File: config.mk
export PLATFORM = sky130hd
export DESIGN_NAME = urte_ranger
export DESIGN_NICKNAME = d
export VERILOG_FILES = /design/src/urte_pkg.sv /design/src/urte_ranger.sv
export SDC_FILE = /design/constraint.sdc
export NUM_CORES = 1
export LEC_CHECK = 0
export ABC_CLOCK_PERIOD_IN_PS = 5990
export BUFFER_PORTS_ARGS = -buffer_cell sky130_fd_sc_hd__buf_2
export CAP_MARGIN = 20
export CORE_MARGIN = 5
export CORE_UTILIZATION = 50
export DETAILED_ROUTE_END_ITERATION = 8
export MAX_ROUTING_LAYER = met4
export PLACE_DENSITY = 0.7
export SYNTH_ARGS = -nofsm -noshare
export SYNTH_HDL_FRONTEND = slang
export SYNTH_SLANG_ARGS = --single-unit
export TNS_END_PERCENT = 20
File: constraint.sdc
create_clock -name sys_clk -period 5.99 [get_ports sys_clk]
set_input_delay 0.8985 -clock sys_clk [delete_from_list [all_inputs] [get_ports sys_clk]]
set_output_delay 0.8985 -clock sys_clk [all_outputs]
set_load 0.05 [all_outputs]
File: src/urte_pkg.sv
// Constants for the ultrasonic trigger/echo ranging block.
// Assumes a 250 MHz system clock; no software-visible registers.
`default_nettype none
package urte_pkg;

  // ----------------------------------------------------------------
  // Clock
  // ----------------------------------------------------------------
  localparam int unsigned CLK_HZ        = 250_000_000;

  // ----------------------------------------------------------------
  // Burst and blanking
  // ----------------------------------------------------------------
  localparam int unsigned BURST_PULSES  = 16;
  localparam int unsigned TONE_HZ       = 49_400;
  // Half tone period, rounded down so the tone never runs slow
  localparam int unsigned HALF_TONE_CYC = CLK_HZ / (2 * TONE_HZ);
  localparam int unsigned BLANK_NS      = 2_380_000;
  // Least time: round up
  localparam int unsigned BLANK_CYC     = (BLANK_NS + 3) / 4;

endpackage : urte_pkg

`default_nettype wire

File: src/urte_ranger.sv
// Device side of the ranging trigger/echo handshake: burst, blanking,
// echo detection. Expects a synchronous trigger level and a
// synchronous comparator output from the analog receiver.
`timescale 1ns/1ps
`default_nettype none

// Behaviour
// Trigger rising edge starts one burst cycle
// Burst is exactly sixteen transducer pulses
// Receiver blanked 2.38 ms from burst start
// Detected reflection raises the echo output
// Controller times trigger edge to echo edge
// Controller computes distance as v*t/2
// Controller corrects speed of sound for temperature
// Controller holds trigger high until echo seen; the host model also drops it when go falls
// Controller keeps trigger rate under 50 Hz
// Controller never exceeds 100 Hz trigger rate
// Trigger low returns echo low, ready again
module urte_ranger #(
  parameter int unsigned BLANK_CYCLES = urte_pkg::BLANK_CYC,
  parameter int unsigned HALF_TONE    = urte_pkg::HALF_TONE_CYC,
  parameter int unsigned PULSES       = urte_pkg::BURST_PULSES
) (
  input  wire logic sys_clk,
  input  wire logic rstn,
  input  wire logic trigIn,
  input  wire logic rxDetect,
  output var  logic txDrive,
  output var  logic rxEnable,
  output var  logic echoOut
);
  import urte_pkg::*;

  // ----------------------------------------------------------------
  // Elaboration checks
  // ----------------------------------------------------------------
  initial begin
    if (BLANK_CYCLES < 1 || HALF_TONE < 1 || PULSES < 1)
      $error("urte_ranger: counts must be at least one");
    // Edge counter is 8 bits, tone counter 16 bits wide
    if (PULSES > 128)
      $error("urte_ranger: PULSES must not exceed 128");
    if (HALF_TONE > 65536)
      $error("urte_ranger: HALF_TONE must not exceed 65536");
  end

  // ----------------------------------------------------------------
  // State
  // ----------------------------------------------------------------
  typedef enum logic [1:0] {S_IDLE, S_BLANK, S_LISTEN, S_DONE} urte_state_t;

  urte_state_t state_reg,  state_next;
  logic        trigD_reg,  trigD_next;
  logic [31:0] timer_reg,  timer_next;
  logic [15:0] tone_reg,   tone_next;
  logic [7:0]  edges_reg,  edges_next;
  logic        tx_reg,     tx_next;
  logic        rxEn_reg,   rxEn_next;
  logic        echo_reg,   echo_next;

  // Level in, edge out; detector resets high
  logic trigRise;
  assign trigRise = trigIn & ~trigD_reg;

  // ----------------------------------------------------------------
  // Next state
  // ----------------------------------------------------------------
  always_comb begin
    state_next = state_reg;
    trigD_next = trigIn;
    timer_next = timer_reg;
    tone_next  = tone_reg;
    edges_next = edges_reg;
    tx_next    = tx_reg;
    rxEn_next  = rxEn_reg;
    echo_next  = echo_reg;
    // Burst runs from the blanking start, independent of state
    if (edges_reg != 8'h00) begin
      if (tone_reg == 16'(HALF_TONE - 1)) begin
        tone_next  = 16'h0000;
        tx_next    = ~tx_reg;
        edges_next = edges_reg - 8'h01;
      end else begin
        tone_next = tone_reg + 16'h0001;
      end
    end
    case (state_reg)
      S_IDLE: begin
        if (trigRise) begin
          state_next = S_BLANK;
          timer_next = 32'h0000_0000;
          tone_next  = 16'h0000;
          tx_next    = 1'b1;
          edges_next = 8'(2 * PULSES - 1);
          rxEn_next  = 1'b0;
        end
      end
      S_BLANK: begin
        // Ringing would look like an echo; ignore receiver here
        if (timer_reg == 32'(BLANK_CYCLES - 1)) begin
          state_next = S_LISTEN;
          rxEn_next  = 1'b1;
        end else begin
          timer_next = timer_reg + 32'h0000_0001;
        end
      end
      S_LISTEN: begin
        if (rxDetect) begin
          state_next = S_DONE;
          echo_next  = 1'b1;
          rxEn_next  = 1'b0;
        end
      end
      S_DONE: ;
      default: state_next = S_IDLE;
    endcase
    // Trigger dropped: abandon cycle and clear echo
    if (!trigIn && state_reg != S_IDLE) begin
      state_next = S_IDLE;
      echo_next  = 1'b0;
      rxEn_next  = 1'b0;
    end
  end

  always_ff @(posedge sys_clk or negedge rstn) begin
    if (!rstn) begin
      state_reg <= S_IDLE;
      trigD_reg <= 1'b1; // No false edge if trigger is high at reset
      timer_reg <= 32'h0000_0000;
      tone_reg  <= 16'h0000;
      edges_reg <= 8'h00;
      tx_reg    <= 1'b0;
      rxEn_reg  <= 1'b0;
      echo_reg  <= 1'b0;
    end else begin
      state_reg <= state_next;
      trigD_reg <= trigD_next;
      timer_reg <= timer_next;
      tone_reg  <= tone_next;
      edges_reg <= edges_next;
      tx_reg    <= tx_next;
      rxEn_reg  <= rxEn_next;
      echo_reg  <= echo_next;
    end
  end

  // ----------------------------------------------------------------
  // Outputs
  // ----------------------------------------------------------------
  // Plain copies, so each pin is a flop
  assign txDrive  = tx_reg;
  assign rxEnable = rxEn_reg;
  assign echoOut  = echo_reg;

  // ----------------------------------------------------------------
  // Checks
  // ----------------------------------------------------------------
  // Cleared on trigger rise so only this burst counts
  logic [7:0] riseCnt;
  always_ff @(posedge sys_clk or negedge rstn) begin
    if (!rstn) riseCnt <= 8'h00;
    else if (trigRise && state_reg == S_IDLE) riseCnt <= 8'h00;
    else if (tx_next && !tx_reg) riseCnt <= riseCnt + 8'h01;
  end

  // ----------------------------------------------------------------
  // Properties
  // ----------------------------------------------------------------
  chk_trig_starts: assert property (@(posedge sys_clk) disable iff (!rstn)
    (trigRise && state_reg == S_IDLE) |=> (txDrive && state_reg == S_BLANK))
    else $error("trigger edge did not start burst");

  chk_pulse_count: assert property (@(posedge sys_clk) disable iff (!rstn)
    riseCnt <= 8'(PULSES - 1))
    else $error("burst longer than sixteen pulses");

  chk_blank_len: assert property (@(posedge sys_clk) disable iff (!rstn)
    (state_reg == S_BLANK && timer_reg < 32'(BLANK_CYCLES - 1) && trigIn)
      |=> !rxEnable)
    else $error("receiver enabled during blanking");

  chk_no_early_echo: assert property (@(posedge sys_clk) disable iff (!rstn)
    $rose(echoOut) |-> $past(rxEnable))
    else $error("echo raised outside receive mode");

  chk_echo_rise: assert property (@(posedge sys_clk) disable iff (!rstn)
    (state_reg == S_LISTEN && rxDetect && trigIn) |=> echoOut)
    else $error("detected reflection did not raise echo");

  chk_echo_clear: assert property (@(posedge sys_clk) disable iff (!rstn)
    !trigIn |=> !echoOut)
    else $error("echo stayed high after trigger low");

  // Quiet, hold and ownership properties
  chk_burst_quiet: assert property (@(posedge sys_clk) disable iff (!rstn)
    (edges_reg == 8'h00) |-> !txDrive)
    else $error("transducer driven outside burst");

  chk_retrig_ignored: assert property (@(posedge sys_clk) disable iff (!rstn)
    (state_reg != S_IDLE && trigIn) |=> (state_reg != S_IDLE))
    else $error("cycle left while trigger held");

  chk_rx_listen: assert property (@(posedge sys_clk) disable iff (!rstn)
    rxEnable |-> (state_reg == S_LISTEN))
    else $error("receiver enabled outside receive mode");

  chk_echo_hold: assert property (@(posedge sys_clk) disable iff (!rstn)
    (echoOut && trigIn) |=> echoOut)
    else $error("echo dropped while trigger high");

  chk_echo_cause: assert property (@(posedge sys_clk) disable iff (!rstn)
    $rose(echoOut) |-> $past(state_reg == S_LISTEN && rxDetect))
    else $error("echo raised without detected reflection");

  chk_rx_drop: assert property (@(posedge sys_clk) disable iff (!rstn)
    !trigIn |=> !rxEnable)
    else $error("receiver stayed on after trigger low");

endmodule : urte_ranger

`default_nettype wire

==> flow_summary.yaml <==
finish:
  multi_input_area_um2: 1760
  largest_reg_flops: 32
  register_area_um2: 1550
  fin_nets: 394
  fillers: 587
  drive_above_1_share_pct: 8.01
  fin_area_um2: 3710
  area_delta_synth_final_pct: 9.11
  final_util_pct: 55.3
  n_antenna_cell: 0
timing:
  finalMaxSlewViolations: 0
  hold_slack_ps: 526
  hold_violations: 0
  rsz0062_at_grt: "no"
  tightest_slew_ps: 950
  setup_viol: 0
  fin_ws_ps: 3270
  period_minus_slack_ps: 2720
  relSlewSlack_pct: 36.1
  finClkSkew_ps: 8.36
  finalCritPeriodShare_pct: 45.4
  max_freq_ghz: 0.367
  fin_setup_tns_ps: 0
worst_hold_path:
  hold_path.class: "reg -> reg"
  hp-start: "state_reg[1]"
clocking:
  cts_tree: "yes"
  post_cts_resized: 0
  cts.path.max_buffers: 2
  ctsRootBufferMaster: "clkbuf_8"
  post_cts_buffers: 0
  numCtsBuffers: 9
  cts.clk_slew.worst_paths_ps: 70
  clkLatencyLatePin_ps: 340
  holdBufCountCts: 0
  cts_max_level: 3
  cts.sinks: 62
placed_design:
  place_area_um2: 3510
  dp_hpwl_um: 4470
  pre_cts_ws_ps: 3110
  globalplace.congestion: 0.821
  port_buffers: 6
global_routing:
  grt_max_degree: 63
  grt_overflow: 0
  first_global_vias: 2632
  grtUsageTotal_pct: 17.7
  grt_pass1_wl_um: 12000
  antenna_found_initial: 0
yosys:
  yosysUniqueCellTypes: 48
  syn_inst: 371
  ys_ff_latch: 62
  synth-edff-count: 0
  synthArstFlopShare_pct: 100
  syn-num-nets: 383
  synth_area_um2: 3400
  yosysSeqAreaShare_pct: 45.6
  yosys_warnings: 0
  syn_area_per_cell_um2: 9.18
  synth_top_flop_cell: "dfrtp_1"
setup_path:
  cp.arrival_ps: 2960
  path_class: "reg -> reg"
  endpoint_kind: "flop"
  rr_startpoint: "edges_reg[2]"
  crit_start: "edges_reg[2]"
  critPathMaxFanout: 16
  worstPathRequired_ps: 6230
  critPathLaunchType: "flop"
detailed_routing:
  wl_per_cell_um: 14.3
  drc: 0
  wl_um: 6690
  first_pass_iters: 4
  detailroute.via_count: 2677
  antenna_left: 0
  vias_per_cell: 5.73
  drt_iter0_drc: 118
job:
  max_cap_violations: 0
pwr:
  peakVddDrop_mv: 0.223
  clkPwrFrac_pct: 31.7
  power.switching_w: 0.000385
  p_int_w: 0.000772
  seqPwrFrac_pct: 44.5
  p_leak_nw: 1.60
  power_density_nw_per_um2: 312
  p_sw_share_pct: 33.2
  comb_power_share_pct: 23.8
die:
  die_y_um: 92.5
  ios: 7
  die_x_um: 92.5
  start_util_pct: 50.7
  rows: 30
  core-area_um2: 6720
  die_area_um2: 8560
outcome:
  status: "finished clean"
synth_stat cells (2+ instances only):
library cell  instances  area, um2
xor2_1               16        140
nand3_1              22        110
nand3b_1              3       22.5
buf_4                 2       15.0
nor2_1               44        165
o211ai_1              7       52.6
a21oi_1              22        110
ha_1                  8        100
and3_1                8       50.1
inv_1                13       48.8
nand4_1              10       62.6
and4_1                7       61.3
o21ai_0              22        110
nor3_1                6       30.0
nand2_1              36        135
nor4_1               10       62.6
mux2i_1               6       60.1
or3_1                16        100
xnor2_1              12        105
nor2b_1               2       12.5
or4_1                 6       45.0
dfrtp_1              61       1530
nand4b_1              2       17.5
clkbuf_1              6       22.5
logic make-up (layout without fill, tap and decap cells):
logic type	count (synthesis)	after routing	share of synthesized area, %
simple gates	183	183	29.0
flops	62	62	45.6
compound gates	61	61	10.5
xor+xnor	28	28	7.20
buf+inv	22	38	2.68
fa+ha+maj	8	8	2.94
mux	7	7	2.09
placed cells by master, fill, tap and decap left out, drive strengths merged, types with 2 or more instances in the layout:
cell    count
buf         9
ha          8
or4         6
dfrtp      61
clkbuf     12
nand3      23
nand4      10
nand4b      2
clkinv      3
nand3b      3
o211ai      7
and3        8
nor2       44
nand2      37
inv        13
o21ai      22
and4        7
nor2b       2
nor4       12
xor2       16
a21oi      22
nor3        6
xnor2      12
mux2i       6
or3        16
area by class of cell:
class                      count  share of cell area (%)
multi-input combinational    287                    47.4
sequential                    62                    41.8
clock buffer                  12                    4.18
tap                           80                    2.69
timing repair buffer           9                    1.41
inverter                      13                    1.31
clock inverter                 4                    1.21
through the flow:
stage / std cells / power (W)
3_5_place_dp: 451 / 0.000795
6_report: 467 / 0.00116
3_3_place_gp: 451 / 0.000788
5_1_grt: 467 / 0.00124
2_1_floorplan: 371 / 0.000723
4_1_cts: 467 / 0.00117
critical path: stages (launching register included):
cell and delay, ps:
dfrtp_1 440, nor4_1 850, nand2_1 360, nand2_1 280
nand2_1 380, a211oi_1 330
power groups by stage:
stage               Clock, W  Sequential (W)  Combinational, W
finish              0.000367        0.000515          0.000276
global route        0.000399        0.000523          0.000316
CTS                 0.000382        0.000514          0.000277
detailed placement         0        0.000522          0.000274
global placement           0        0.000520          0.000268
floorplan                  0        0.000521          0.000202
worst paths after layout:
kind / slack, ps / to / cells past startpoint
worst max register to register: 3270 / tone_reg[1] / 5
worst min register to register: 530 / state_reg[1] / 1
worst max-delay path: 3270 / tone_reg[1] / 5
max in group asynchronous: 4740 / timer_reg[15] / 2
worst min-delay path: 530 / state_reg[1] / 1
min in group asynchronous: 730 / tone_reg[8] / 2
routing by layer:
metal	global-route usage, %	part of all wire (%)	vias up
li1	-	-	1357
met1	22.1	48	1277
met2	28.0	48	33
met3	4.47	3.0	10
met4	6.56	1.6	0
met5	-	0	-
(Power assumes the default switching activity.)
